[config.mk]
export PLATFORM = sky130hd
export DESIGN_NAME = hpi_port
export DESIGN_NICKNAME = d
export VERILOG_FILES = /design/src/hpi_port.v
export VERILOG_INCLUDE_DIRS = /design/src
export SDC_FILE = /design/constraint.sdc
export NUM_CORES = 1
export LEC_CHECK = 0
export BUFFER_PORTS_ARGS = -buffer_cell sky130_fd_sc_hd__buf_4
export CORE_ASPECT_RATIO = 1.25
export CORE_MARGIN = 4
export CORE_UTILIZATION = 35
export DETAILED_ROUTE_END_ITERATION = 16
export GPL_TIMING_DRIVEN = 0
export PLACE_DENSITY_LB_ADDON = 0.05
export RECOVER_POWER = 50
export SLEW_MARGIN = 10
export SYNTH_ARGS = -nofsm -noshare
export SYNTH_HDL_FRONTEND = slang
export SYNTH_SLANG_ARGS = --single-unit
[constraint.sdc]
create_clock -name i_ref_clk -period 8.4 [get_ports i_ref_clk]
set_input_delay 1.68 -clock i_ref_clk [delete_from_list [all_inputs] [get_ports i_ref_clk]]
set_output_delay 1.68 -clock i_ref_clk [all_outputs]
set_load 0.05 [all_outputs]
[src/hpi_regs.vh]
// Constants for the host-port interface block
`ifndef HPI_REGS_VH
`define HPI_REGS_VH
`define HPI_SEL_CTRL     2'h0
`define HPI_SEL_ADDR_INC 2'h1
`define HPI_SEL_ADDR     2'h2
`define HPI_SEL_DATA     2'h3
`define HPI_CTRL_INT_BIT 3
`define HPI_CTRL_DEV_BIT 2
`define HPI_CTRL_RST     16'h0000
`define HPI_ADDR_RST     18'h00000
`define HPI_RDY_WAIT     2'h2
`endif

[src/hpi_port.v]
// Host-port interface: pin-level strobe decode, registers and memory handshake
// Overview of operation
// - Two select inputs choose control, address or data register, in multiplexed mode.
// - Address strobe captures shared-line address into address register in multiplexed mode.
// - Direction input chooses whether device drives data out or accepts it.
// - Ready output shows device can take next transfer; host waits for it.
// - Host interrupt is driven low; host clears it writing 1 to control bit.
// - Host interrupt used only in multiplexed mode, never in nonmultiplexed mode.
// - Port reset input resets port logic and both processor subsystems.
// - Pins act as host port only while interface select is low.
// - Output-off low puts all port outputs, ready and interrupt, in high impedance.
// - Mode low multiplexed with interrupts; high nonmultiplexed 18-bit address, 16-bit data.
`include "hpi_regs.vh"
module hpi_port #(
	parameter AW = 18,
	parameter DW = 16
)(
	input  wire          i_ref_clk,
	input  wire          i_rst,
	input  wire          i_port_reset_in_n,
	input  wire          i_interface_select,
	input  wire          i_output_off_n,
	input  wire          i_mux_mode_select,
	input  wire          i_host_reg_select_bit0,
	input  wire          i_host_reg_select_bit1,
	input  wire          i_addr_strobe_n,
	input  wire          i_port_chip_select_n,
	input  wire          i_data_strobe_one_n,
	input  wire          i_data_strobe_two_n,
	input  wire          i_transfer_direction,
	input  wire [AW-1:0] i_host_addr,
	input  wire [DW-1:0] i_host_data,
	input  wire          i_dev_int_req,
	input  wire          i_mem_ack,
	input  wire [DW-1:0] i_mem_rdata,
	output reg  [DW-1:0] o_host_data,
	output reg           o_host_data_oe,
	output reg           o_port_ready_out,
	output reg           o_port_ready_oe,
	output reg           o_host_interrupt_n,
	output reg           o_host_interrupt_oe,
	output reg           o_subsys_reset,
	output reg           o_host_to_dev_int,
	output reg           o_mem_req,
	output reg           o_mem_we,
	output reg  [AW-1:0] o_mem_addr,
	output reg  [DW-1:0] o_mem_wdata
);
	localparam ST_IDLE = 2'h0;
	localparam ST_MEM  = 2'h1;
	localparam ST_DONE = 2'h2;

	reg [1:0]    state_q;
	reg [DW-1:0] ctrl_q;
	reg [AW-1:0] addr_q;
	reg [DW-1:0] rdata_q;
	reg          strobe_q;
	reg          as_q;
	reg          int_q;
	reg          incr_q;
	reg [1:0]    wait_q;

	////////////////////////////////////////////////////////////////////////
	// Decode
	// Port active only
	wire port_on = ~i_interface_select;
	// Combined data strobe; either strobe low times a transfer
	wire strobe = ~i_data_strobe_one_n | ~i_data_strobe_two_n;
	wire access = port_on & ~i_port_chip_select_n & strobe;
	wire start  = access & ~strobe_q;
	wire finish = ~access & strobe_q;
	wire mux    = ~i_mux_mode_select;
	wire [1:0] sel = {i_host_reg_select_bit1, i_host_reg_select_bit0};

	// Register select; nonmultiplexed always hits data
	function [1:0] reg_of;
		input [1:0] s;
		input       m;
		begin
			if (!m)
				reg_of = `HPI_SEL_DATA;
			else if (s == `HPI_SEL_CTRL || s == `HPI_SEL_ADDR)
				reg_of = s;
			else
				reg_of = `HPI_SEL_DATA;
		end
	endfunction

	wire [1:0] tgt = reg_of(sel, mux);
	wire [AW-1:0] xfer_addr = mux ? addr_q : i_host_addr;

	////////////////////////////////////////////////////////////////////////
	// Sequencing; host port reset also clears the port logic
	always @(posedge i_ref_clk or posedge i_rst)
	begin
		if (i_rst)
		begin
			state_q  <= ST_IDLE;
			ctrl_q   <= `HPI_CTRL_RST;
			addr_q   <= `HPI_ADDR_RST;
			rdata_q  <= {DW{1'b0}};
			strobe_q <= 1'b0;
			as_q     <= 1'b0;
			int_q    <= 1'b0;
			incr_q   <= 1'b0;
			wait_q   <= 2'h0;
			o_mem_req   <= 1'b0;
			o_mem_we    <= 1'b0;
			o_mem_addr  <= `HPI_ADDR_RST;
			o_mem_wdata <= {DW{1'b0}};
			o_host_to_dev_int <= 1'b0;
		end
		else if (!i_port_reset_in_n)
		begin
			state_q  <= ST_IDLE;
			ctrl_q   <= `HPI_CTRL_RST;
			addr_q   <= `HPI_ADDR_RST;
			strobe_q <= 1'b0;
			as_q     <= 1'b0;
			int_q    <= 1'b0;
			o_mem_req <= 1'b0;
			o_host_to_dev_int <= 1'b0;
		end
		else
		begin
			strobe_q <= access;
			as_q     <= ~i_addr_strobe_n & port_on;
			o_host_to_dev_int <= 1'b0;
			if (port_on && mux && !i_addr_strobe_n && !as_q)
				addr_q <= i_host_addr;
			// Device event sets; set wins over host clear
			if (i_dev_int_req)
				int_q <= 1'b1;
			else if (start && tgt == `HPI_SEL_CTRL && !i_transfer_direction
				&& i_host_data[`HPI_CTRL_INT_BIT])
				int_q <= 1'b0;
			case (state_q)
				ST_IDLE:
				begin
					if (start)
					begin
						case (tgt)
							`HPI_SEL_CTRL:
							begin
								if (!i_transfer_direction)
								begin
									ctrl_q <= i_host_data;
									o_host_to_dev_int <= i_host_data[`HPI_CTRL_DEV_BIT] & mux;
								end
								rdata_q <= {ctrl_q[DW-1:`HPI_CTRL_INT_BIT+1], int_q,
									ctrl_q[`HPI_CTRL_INT_BIT-1:0]};
								state_q <= ST_DONE;
							end
							`HPI_SEL_ADDR:
							begin
								if (!i_transfer_direction)
									addr_q <= {{(AW-DW){1'b0}}, i_host_data};
								rdata_q <= addr_q[DW-1:0];
								state_q <= ST_DONE;
							end
							default:
							begin
								o_mem_req   <= 1'b1;
								o_mem_we    <= ~i_transfer_direction;
								o_mem_addr  <= xfer_addr;
								o_mem_wdata <= i_host_data;
								incr_q      <= mux;
								state_q     <= ST_MEM;
							end
						endcase
						wait_q <= `HPI_RDY_WAIT;
					end
				end
				ST_MEM:
				begin
					if (i_mem_ack)
					begin
						o_mem_req <= 1'b0;
						rdata_q   <= i_mem_rdata;
						// Auto-advance keeps streaming hosts from rewriting the address
						if (incr_q)
							addr_q <= addr_q + {{(AW-1){1'b0}}, 1'b1};
						state_q <= ST_DONE;
					end
				end
				ST_DONE:
				begin
					if (wait_q != 2'h0)
						wait_q <= wait_q - 2'h1;
					// Hold ready low a few cycles so a fast host cannot restart too early
					if ((finish || !access) && wait_q == 2'h0)
						state_q <= ST_IDLE;
				end
				default: state_q <= ST_IDLE;
			endcase
		end
	end

	////////////////////////////////////////////////////////////////////////
	// Pin drivers, all registered
	always @(posedge i_ref_clk or posedge i_rst)
	begin
		if (i_rst)
		begin
			o_host_data         <= {DW{1'b0}};
			o_host_data_oe      <= 1'b0;
			o_port_ready_out    <= 1'b0;
			o_port_ready_oe     <= 1'b0;
			o_host_interrupt_n  <= 1'b1;
			o_host_interrupt_oe <= 1'b0;
			o_subsys_reset      <= 1'b1;
		end
		else
		begin
			o_subsys_reset   <= ~i_port_reset_in_n;
			o_host_data      <= rdata_q;
			o_host_data_oe   <= i_output_off_n & port_on & access & i_transfer_direction
				& (state_q == ST_DONE);
			// Ready only when idle; drops on the start edge itself
			o_port_ready_out <= (state_q == ST_IDLE) & ~start & i_port_reset_in_n;
			o_port_ready_oe  <= i_output_off_n & port_on;
			o_host_interrupt_n  <= ~(int_q & mux);
			o_host_interrupt_oe <= i_output_off_n & port_on & mux;
		end
	end
endmodule

==> flow_metrics.tcl, run 1 <==
set metrics [dict create \
    status "complete, but fails checks" \
    failed_checks "max-capacitance violations, max-slew violations" \
    final_nets 712 \
    core_sq_um 15100 \
    reg2reg_depth 8 \
    drive_gt1_share_pct 29.9 \
    slowest_delay_ns 0.73 \
    synth_top_cell_by_area "dfrtp_1" \
    numCtsBuffers 17 \
    ys_seq_area_share_pct 53.6 \
    holdPathEnd "o_host_data[6]" \
    root_buffer "clkbuf_16" \
    reg2reg_slack_ns 5.98 \
    ys_warn_count 0 \
    power.leakage_nw 3.41 \
    place_ws_ns 4.65 \
    synthSimpleGateAreaFrac_pct 11.7 \
    cts_tree "built" \
    io_pins 124 \
    dpl.hpwl_um 12700 \
    first_pass_iters 4 \
    insertion_delay_ns 0.42 \
    synth_top_family_by_area "multiplexers" \
    worst_setup_path_end_kind "register" \
    finalHoldViolations 0 \
    cts_resized 0 \
    setup_ws_ns 5.06 \
    syn_area_sq_um 5420 \
    p_per_area_nw_per_um2 264 \
    drtIter0Drc 251 \
    wl_per_cell_um 19.6 \
    gp_congestion 0.872 \
    netlist.area_leader.share_pct 52.7 \
    vdd_ir_drop_max_uv 106 \
    synth_xor_xnor_area_share_pct 2.26 \
    grt_usage_pct 20.0 \
    drc 0 \
    place_inst 834 \
    synthArstFlopShare_pct 100 \
    avgSynthCellArea_sq_um 10.7 \
    cp-start-kind "primary input" \
    synth_compound_area_share_pct 13.7 \
    num_rows 50 \
    cp_top_family "simple AND/OR/NAND/NOR gates" \
    ys_seq_elements 116 \
    post-route-period-util_pct 39.7 \
    slew_violations 43 \
    path_clk_slew_ns 0.06 \
    r2r_start "state_q[0]" \
    final_cells 866 \
    syn_inst 504 \
    drv_cap 1 \
    antenna_found_initial 0 \
    period_needed_ns 3.34 \
    synth.mux.area_fraction_pct 14.9 \
    area_growth_pct 33.1 \
    numPortBuffers 121 \
    die_width_um 119 \
    synthAdderAreaFrac_pct 0.462 \
    grt_max_degree 75 \
    die-area_sq_um 17500 \
    cts_setup_buffers 0 \
    fmax_ghz 0.300 \
    min_path_type "reg -> reg" \
    timing.rr.end "addr_q[17]" \
    path_buf_inv 2 \
    cts_hold_buf 0 \
    worstHoldPathCells 0 \
    clockBufferDepth 2 \
    h-tree-depth 4 \
    crit_type "in -> reg" \
    crit_chain "clkbuf_1, nor4_4, buf_4, mux2_2, o221ai_1, a21oi_1" \
    rsz0062_at_grt "no" \
    n_antenna_cell 0 \
    critPathSlowestCell "nor4_4" \
    vias_per_cell 5.12 \
    crit_required_ns 8.67 \
    dr_total_vias 4436 \
    hold_ws_ns 0.375 \
    tns_ns 0 \
    critPathMaxFanout 10 \
    grt_pass1_wl_um 27200 \
    grt_pass1_vias 4780 \
    ant_nets 0 \
    ys_types 49 \
    clock-sinks 116 \
    die_y_um 147 \
    hp-start "rdata_q[6]" \
    finClkSkew_ns 0.0118 \
    setup_viol 0 \
    routed_wl_um 17000 \
    synthesis.nets 571 \
    synth-edff-count 0 \
    grt-ovfl-total 0 \
    initial_core_util_pct 35.9 \
    relSlewSlack_pct -34.1 \
    ys_top_cells_by_area "dfrtp_1, mux2i_1, mux2_2" \
    synthFlopType "dfrtp_1" \
    cp.arrival_ns 3.61 \
    worstMarginPinSlew_ns 2.00 \
]
[worst max-delay path by stage]
stage	start	end	slack (ns)	cells past startpoint
2_1_floorplan	i_rst	addr_q[0]	3.65	1
3_3_place_gp	i_rst	o_mem_addr[15]	2.19	2
3_5_place_dp	i_data_strobe_two_n	addr_q[15]	4.65	7
4_1_cts	i_data_strobe_two_n	addr_q[15]	5.08	7
5_1_grt	i_interface_select	ctrl_q[15]	4.90	6
6_report	i_mux_mode_select	addr_q[8]	5.06	6
[kinds of logic (layout without fill, tap and decap cells)]
| logic type | count (synthesis) | count (layout) |
|---|---|---|
| simple gates | 135 | 135 |
| compound gates | 118 | 118 |
| flops | 116 | 116 |
| mux | 77 | 77 |
| buf+inv | 42 | 196 |
| xor+xnor | 14 | 14 |
| fa+ha+maj | 2 | 2 |
[routing by layer]
metal / routed length [um] / global-route usage, % / share of wire [%]
met5: 0 / 0 / 0
met4: 187 / 6.67 / 1.1
met3: 843 / 3.89 / 5.0
met2: 8660 / 33.9 / 51
met1: 7300 / 25.7 / 43
[final cells by class]
type | instances | area (sq um)
fill | 1488 | 7870
sequential | 116 | 2910
multi-input combinational | 346 | 2330
timing repair buffer | 122 | 917
clock buffer | 18 | 439
tap | 208 | 260
clock inverter | 14 | 176
buffer | 35 | 150
inverter | 7 | 27.5
[through the flow]
stage / cell area [sq um] / total power (W) / util (%)
floorplan: 5420 / 0.000991 / -
global placement: 6590 / 0.00115 / 43.7
detailed placement: 6620 / 0.00116 / 43.9
CTS: 7230 / 0.00192 / 48.0
global route: 7210 / 0.00198 / 47.8
finish: 7210 / 0.00190 / 47.8
[where the power goes]
part / switching (W) / internal (W)
Clock: 0.000280 / 0.000477
Sequential: 0.0000450 / 0.000632
Combinational: 0.000315 / 0.000153
[placed cells by master, fill, tap and decap left out, types with 2 or more instances in the layout]
cell type,instances
xor2_1,6
o21ai_1,2
ha_1,2
a211oi_1,2
nand2_1,57
a21oi_1,34
nand3_1,14
bufinv_16,3
nor2_1,30
nor3_1,5
o21ai_0,39
buf_2,9
o221ai_1,8
clkinv_2,2
clkbuf_16,17
nand4_1,4
a21o_1,2
clkbuf_1,29
nor2b_1,4
xnor2_1,8
or2_2,2
dfstp_2,2
dfrtp_1,114
nor4_1,4
inv_6,2
inv_1,6
clkinvlp_4,2
mux2_2,29
clkinv_4,5
and4_1,4
a22o_1,14
o22ai_1,3
a31oi_1,2
and3_1,3
and2_1,2
buf_4,117
mux2i_1,48
nand2b_1,2
[cells in the mapped netlist (3+ instances only)]
master and n:
and4_1 4, mux2i_1 48, xor2_1 6, a21oi_1 34
o22ai_1 3, and3_1 3, buf_2 10, nor2_1 30
nand3_1 14, nor4_1 4, xnor2_1 8, mux2_2 29
a22o_1 14, nand2_1 57, inv_1 7, nand4_1 4
o21ai_0 39, nor2b_1 4, dfrtp_1 114, nor3_1 5
o221ai_1 8, clkbuf_1 22
[registers in the layout, indices dropped and copies added, names as in the netlist, 2 cells and up]
name and count:
addr_q 18, o_mem_addr 18, o_host_data 16, o_mem_wdata 16, rdata_q 16, ctrl_q 15, state_q 2, wait_q 2
[worst reg2reg max path, cell delays in order (launching register included)]
cell and delay (ns):
dfrtp_1 0.37, clkbuf_1 0.23, nor2b_1 0.19, clkbuf_1 0.18, and3_1 0.22, buf_2 0.20, nor2_1 0.57, nand2_1 0.18
o22ai_1 0.20
No activity file was read; power rests on OpenSTA's default activity.
==> run 2: changes to the inputs <==
==> constraint.sdc (replaced) <==
create_clock -name i_ref_clk -period 3.22 [get_ports i_ref_clk]
set_input_delay 0.644 -clock i_ref_clk [delete_from_list [all_inputs] [get_ports i_ref_clk]]
set_output_delay 0.644 -clock i_ref_clk [all_outputs]
set_load 0.05 [all_outputs]
==> run 2 against run 1 <==
  * The run now ends clean
  * Highest routed layer unchanged
  * Design area is 0.21% higher
  * Hold slack got worse by 0.0038 ns
  * Sequential cell count unchanged
  * Clock power grew to 2.6 times the previous value
  * Final cell count up 0.12%
  * Sequential share of layout area shrank 0.084 points
  * Global-route usage decreased by 0.31 points
  * Wire length shrank 0.62%
  * Core utilization is 0.10 points higher
  * Largest power group unchanged
  * Power increased to 2.6 times the previous value
  * First-iteration DRC count shrank 24%
==> flow_metrics.tcl, run 2 (synthesis results as in run 1) <==
set metrics [dict create \
    share_comb_of_total_power_pct 24.8 \
    r2r_start "state_q[0]" \
    worstSetupEndpoint "addr_q[17]" \
    routed_wl_um 16900 \
    cp-start-kind "register" \
    wl_per_cell_um 19.5 \
    startpoint "state_q[0]" \
    die_y_um 147 \
    hold_ws_ns 0.371 \
    vdd_ir_drop_max_uv 356 \
    period_needed_ns 2.40 \
    finalHoldViolations 0 \
    power_switching_w 0.00160 \
    reg2reg_depth 8 \
    grt_pass1_wl_um 26300 \
    root_buffer "clkbuf_16" \
    grt-ovfl-total 0 \
    relSlewSlack_pct 16.2 \
    cts_setup_buffers 0 \
    core_sq_um 15100 \
    final-seq-area_sq_um 2910 \
    place_ws_ns 0.481 \
    reg2reg_slack_ns 0.82 \
    grt_usage_pct 19.7 \
    gp_congestion 0.862 \
    h-tree-depth 4 \
    dr_total_vias 4473 \
    die-area_sq_um 17500 \
    num_rows 50 \
    clockPowerShare_pct 39.4 \
    setup_viol 0 \
    setup_ws_ns 0.825 \
    finClkSkew_ns 0.00804 \
    crit_required_ns 3.55 \
    cts_hold_buf 0 \
    worst_setup_path_end_kind "register" \
    drtIter0Drc 192 \
    drive_gt1_share_pct 29.6 \
    post-route-period-util_pct 74.4 \
    drv_cap 0 \
    final_nets 714 \
    seqPwrFrac_pct 35.8 \
    p_sw_share_pct 32.5 \
    numPortBuffers 121 \
    ant_nets 0 \
    first_pass_iters 5 \
    antenna_found_initial 0 \
    initial_core_util_pct 35.9 \
    grt_pass1_vias 4603 \
    top_regs "addr_q (18), o_mem_addr (18)" \
    final_common_cell "buf_4" \
    grt_max_degree 37 \
    fill_cells 1435 \
    insertion_delay_ns 0.41 \
    cp.arrival_ns 2.73 \
    layout_common_cells "buf_4, dfrtp_1, nand2_1" \
    rsz0062_at_grt "no" \
    min_path_type "reg -> reg" \
    path_clk_slew_ns 0.05 \
    vias_per_cell 5.16 \
    power.leakage_nw 3.41 \
    slew_violations 0 \
    numCtsBuffers 17 \
    cts_tree "built" \
    p_per_area_nw_per_um2 681 \
    p_int_w 0.00332 \
    fmax_ghz 0.417 \
    worstMarginPinSlew_ns 1.25 \
    timing.rr.end "addr_q[17]" \
    io_pins 124 \
    die_width_um 119 \
    cts_resized 0 \
    area_growth_pct 33.4 \
    n_antenna_cell 0 \
    clockBufferDepth 2 \
    status "finished, final reports clean" \
    drc 0 \
    dpl.hpwl_um 12700 \
    clock-sinks 116 \
    tns_ns 0 \
    critPathMaxFanout 10 \
    multi_input_area_sq_um 2330 \
    crit_type "reg -> reg" \
]
-- run 2: critical path, cell delays in order (launching register included) --
cell and delay, ns:
dfrtp_1 0.37, clkbuf_1 0.24, nor2b_1 0.20, clkbuf_1 0.18
and3_1 0.22, buf_2 0.20, nor2_1 0.52, nand2_1 0.18
o22ai_1 0.20
-- run 2: area by class of cell --
| cell class | instances | share of cell area, % |
|---|---|---|
| plain buffers | 35 | 2.08 |
| clock buffers | 22 | 6.56 |
| clock inverters | 9 | 1.77 |
| inverters | 7 | 0.381 |
| multi-input cells | 346 | 32.3 |
| flip-flops and latches | 116 | 40.2 |
| well taps | 208 | 3.60 |
| repair buffers | 124 | 13.1 |
-- run 2: worst min path at each step --
stage | end | cells after the start | from
2_1_floorplan | o_host_data[0] | 0 | rdata_q[0]
3_3_place_gp | o_host_data[10] | 0 | rdata_q[10]
3_5_place_dp | o_host_data[1] | 0 | rdata_q[1]
4_1_cts | o_mem_wdata[0] | 2 | i_rst
5_1_grt | o_host_data[1] | 0 | rdata_q[1]
6_report | o_host_data[14] | 0 | rdata_q[14]
-- run 2: metal layers --
layer  track usage (%)  wire length [um]
met1              24.5              7100
met2              32.8              8550
met3              4.74               836
met4              8.12               398
met5                 0                 0
-- run 2: power by group through the flow --
stage | sequential (W) | clock [W] | combinational, W
2_1_floorplan | 0.00225 | 0 | 0.000334
3_5_place_dp | 0.00179 | 0 | 0.00124
4_1_cts | 0.00177 | 0.00197 | 0.00124
5_1_grt | 0.00179 | 0.00204 | 0.00130
3_3_place_gp | 0.00178 | 0 | 0.00122
6_report | 0.00176 | 0.00194 | 0.00122
-- run 2: per-stage QoR --
stage	util [%]	std cells	power [W]	cell area (sq um)
finish	47.9	867	0.00492	7230
global route	47.9	867	0.00513	7230
CTS	48.1	867	0.00498	7250
detailed placement	44.1	836	0.00303	6650
global placement	43.7	833	0.00300	6590
floorplan	-	504	0.00258	5420
==> run 3: changes to the inputs <==
==> constraint.sdc (replaced) <==
create_clock -name i_ref_clk -period 2 [get_ports i_ref_clk]
set_input_delay 0.4 -clock i_ref_clk [delete_from_list [all_inputs] [get_ports i_ref_clk]]
set_output_delay 0.4 -clock i_ref_clk [all_outputs]
set_load 0.05 [all_outputs]
==> run 3 against run 2 <==
  * Sequential share of layout area is 0.14 points lower
  * Clock power is 52% higher
  * Largest power group unchanged
  * Design area is 0.40% higher
  * Power is 56% higher
  * Critical path type unchanged
  * Die area stayed put
  * Core utilization is 0.19 points higher
  * Highest routed layer unchanged
  * Via count is 0.13% higher
  * Setup slack worse by 0.77 ns
  * Hold slack worse by 0.20 ns
  * Register-to-register slack worse by 0.77 ns
  * Global-route usage is 0.33 points lower
  * Non-clock buffer count is 7 higher
==> flow_metrics.tcl, run 3 (synthesis results as in run 1) <==
set metrics [dict create \
    p_per_area_nw_per_um2 1060 \
    critPathMaxFanout 10 \
    drc 0 \
    h-tree-depth 4 \
    fill_cells 1477 \
    cp_top_family "simple AND/OR/NAND/NOR gates" \
    wl_per_cell_um 19.0 \
    numPortBuffers 121 \
    dpl.hpwl_um 12200 \
    insertion_delay_ns 0.41 \
    setup_viol 0 \
    ant_nets 0 \
    place_inst 836 \
    gp_congestion 0.862 \
    worstHoldPathCells 2 \
    drv_cap 0 \
    path_clk_slew_ns 0.05 \
    layout_common_cells "dfrtp_1, buf_4, nand2_1" \
    crit_required_ns 2.29 \
    vdd_ir_drop_max_uv 433 \
    n_antenna_cell 0 \
    min_path_type "in -> reg" \
    drive_gt1_share_pct 28.3 \
    cp.arrival_ns 2.23 \
    period_needed_ns 1.95 \
    reg2reg_depth 4 \
    io_pins 124 \
    die_width_um 119 \
    num_rows 50 \
    clockBufferDepth 2 \
    vias_per_cell 5.12 \
    cp-start-kind "register" \
    die_y_um 147 \
    initial_core_util_pct 35.9 \
    clock-sinks 116 \
    post-route-util_pct 48.1 \
    drtIter0Drc 269 \
    critPathSlowestCell "or4_4" \
    dr_total_vias 4479 \
    area_growth_pct 33.9 \
    place_ws_ns -0.548 \
    die-area_sq_um 17500 \
    antenna_found_initial 0 \
    fmax_ghz 0.514 \
    setup_ws_ns 0.0531 \
    crit_chain "a2111o_1, or4_4, buf_6, mux2_2" \
    path_buf_inv 1 \
    finalHoldViolations 0 \
    power.leakage_nw 3.36 \
    grt_max_degree 39 \
    post-route-period-util_pct 97.3 \
    final_common_cell "dfrtp_1" \
    worst_setup_path_end_kind "register" \
    slowest_delay_ns 0.54 \
    root_buffer "clkbuf_16" \
    final_nets 721 \
    grt_pass1_wl_um 26200 \
    path_depth 4 \
    finClkSkew_ns 0.00716 \
    top_regs "addr_q (18), o_mem_addr (18)" \
    status "finished, final reports clean" \
    rsz0062_at_grt "no" \
    first_pass_iters 5 \
    grt-ovfl-total 0 \
    slew_violations 0 \
    grt_pass1_vias 4562 \
    cts_tree "built" \
    routed_wl_um 16600 \
    core_sq_um 15100 \
    crit_type "reg -> reg" \
    grt_usage_pct 19.4 \
    final_cells 875 \
    worstMarginPinSlew_ns 0.766 \
    numCtsBuffers 17 \
    relSlewSlack_pct 48.5 \
]
-- run 3: through the flow --
step	total power, W	hold slack, ns	TNS, ns	area (sq um)
after floorplan	0.00416	0.354	0	5420
after global placement	0.00482	0.360	-93.76	6590
after detailed placement	0.00487	0.364	-24.34	6650
after CTS	0.00784	0.156	0	7340
after global routing	0.00799	0.158	0	7250
final	0.00766	0.171	0	7250
-- run 3: layout make-up --
| class | instances | area [sq um] | share of cell area (%) |
|---|---|---|---|
| Sequential cell | 116 | 2910 | 40.1 |
| Multi-Input combinational cell | 346 | 2410 | 33.2 |
| Timing Repair Buffer | 137 | 917 | 12.6 |
| Clock buffer | 20 | 437 | 6.02 |
| Tap cell | 208 | 260 | 3.59 |
| Buffer | 29 | 169 | 2.33 |
| Clock inverter | 12 | 131 | 1.81 |
| Inverter | 7 | 27.5 | 0.379 |
-- run 3: path summary, 6_finish.rpt --
check                                startpoint              end  slack, ns
worst max-delay path                   strobe_q   o_mem_wdata[0]       0.05
max in group asynchronous                 i_rst    o_mem_addr[9]       0.31
worst max register to register         strobe_q   o_mem_wdata[0]       0.05
worst min-delay path            i_addr_strobe_n             as_q       0.17
min in group asynchronous                 i_rst  o_host_data[10]       0.61
worst min register to register       rdata_q[1]   o_host_data[1]       0.37
-- run 3: layer usage --
metal  wire length, um  GRT usage, %
met1              7440          26.6
met2              7790          30.2
met3               942          3.93
met4               429          7.71
met5                 0             0
-- run 3: timing repair --
| action | in CTS | in global routing |
|---|---|---|
| hold buffers | 1 | 0 |
| gates resized for setup | 20 | 22 |
| buffers inserted | 6 | 5 |
| pin swaps | 4 | 3 |
| cloned | 0 | 1 |
| endpoints found under the setup margin | 84 | 60 |
| hold endpoints to repair | 12 | 0 |
-- run 3: power by group --
group	switching, W	internal [W]	leakage (nW)
Combinational	0.00132	0.000560	1.56
Clock	0.00110	0.00183	0.267
Sequential	0.000188	0.00265	1.54
Total	0.00262	0.00505	3.36
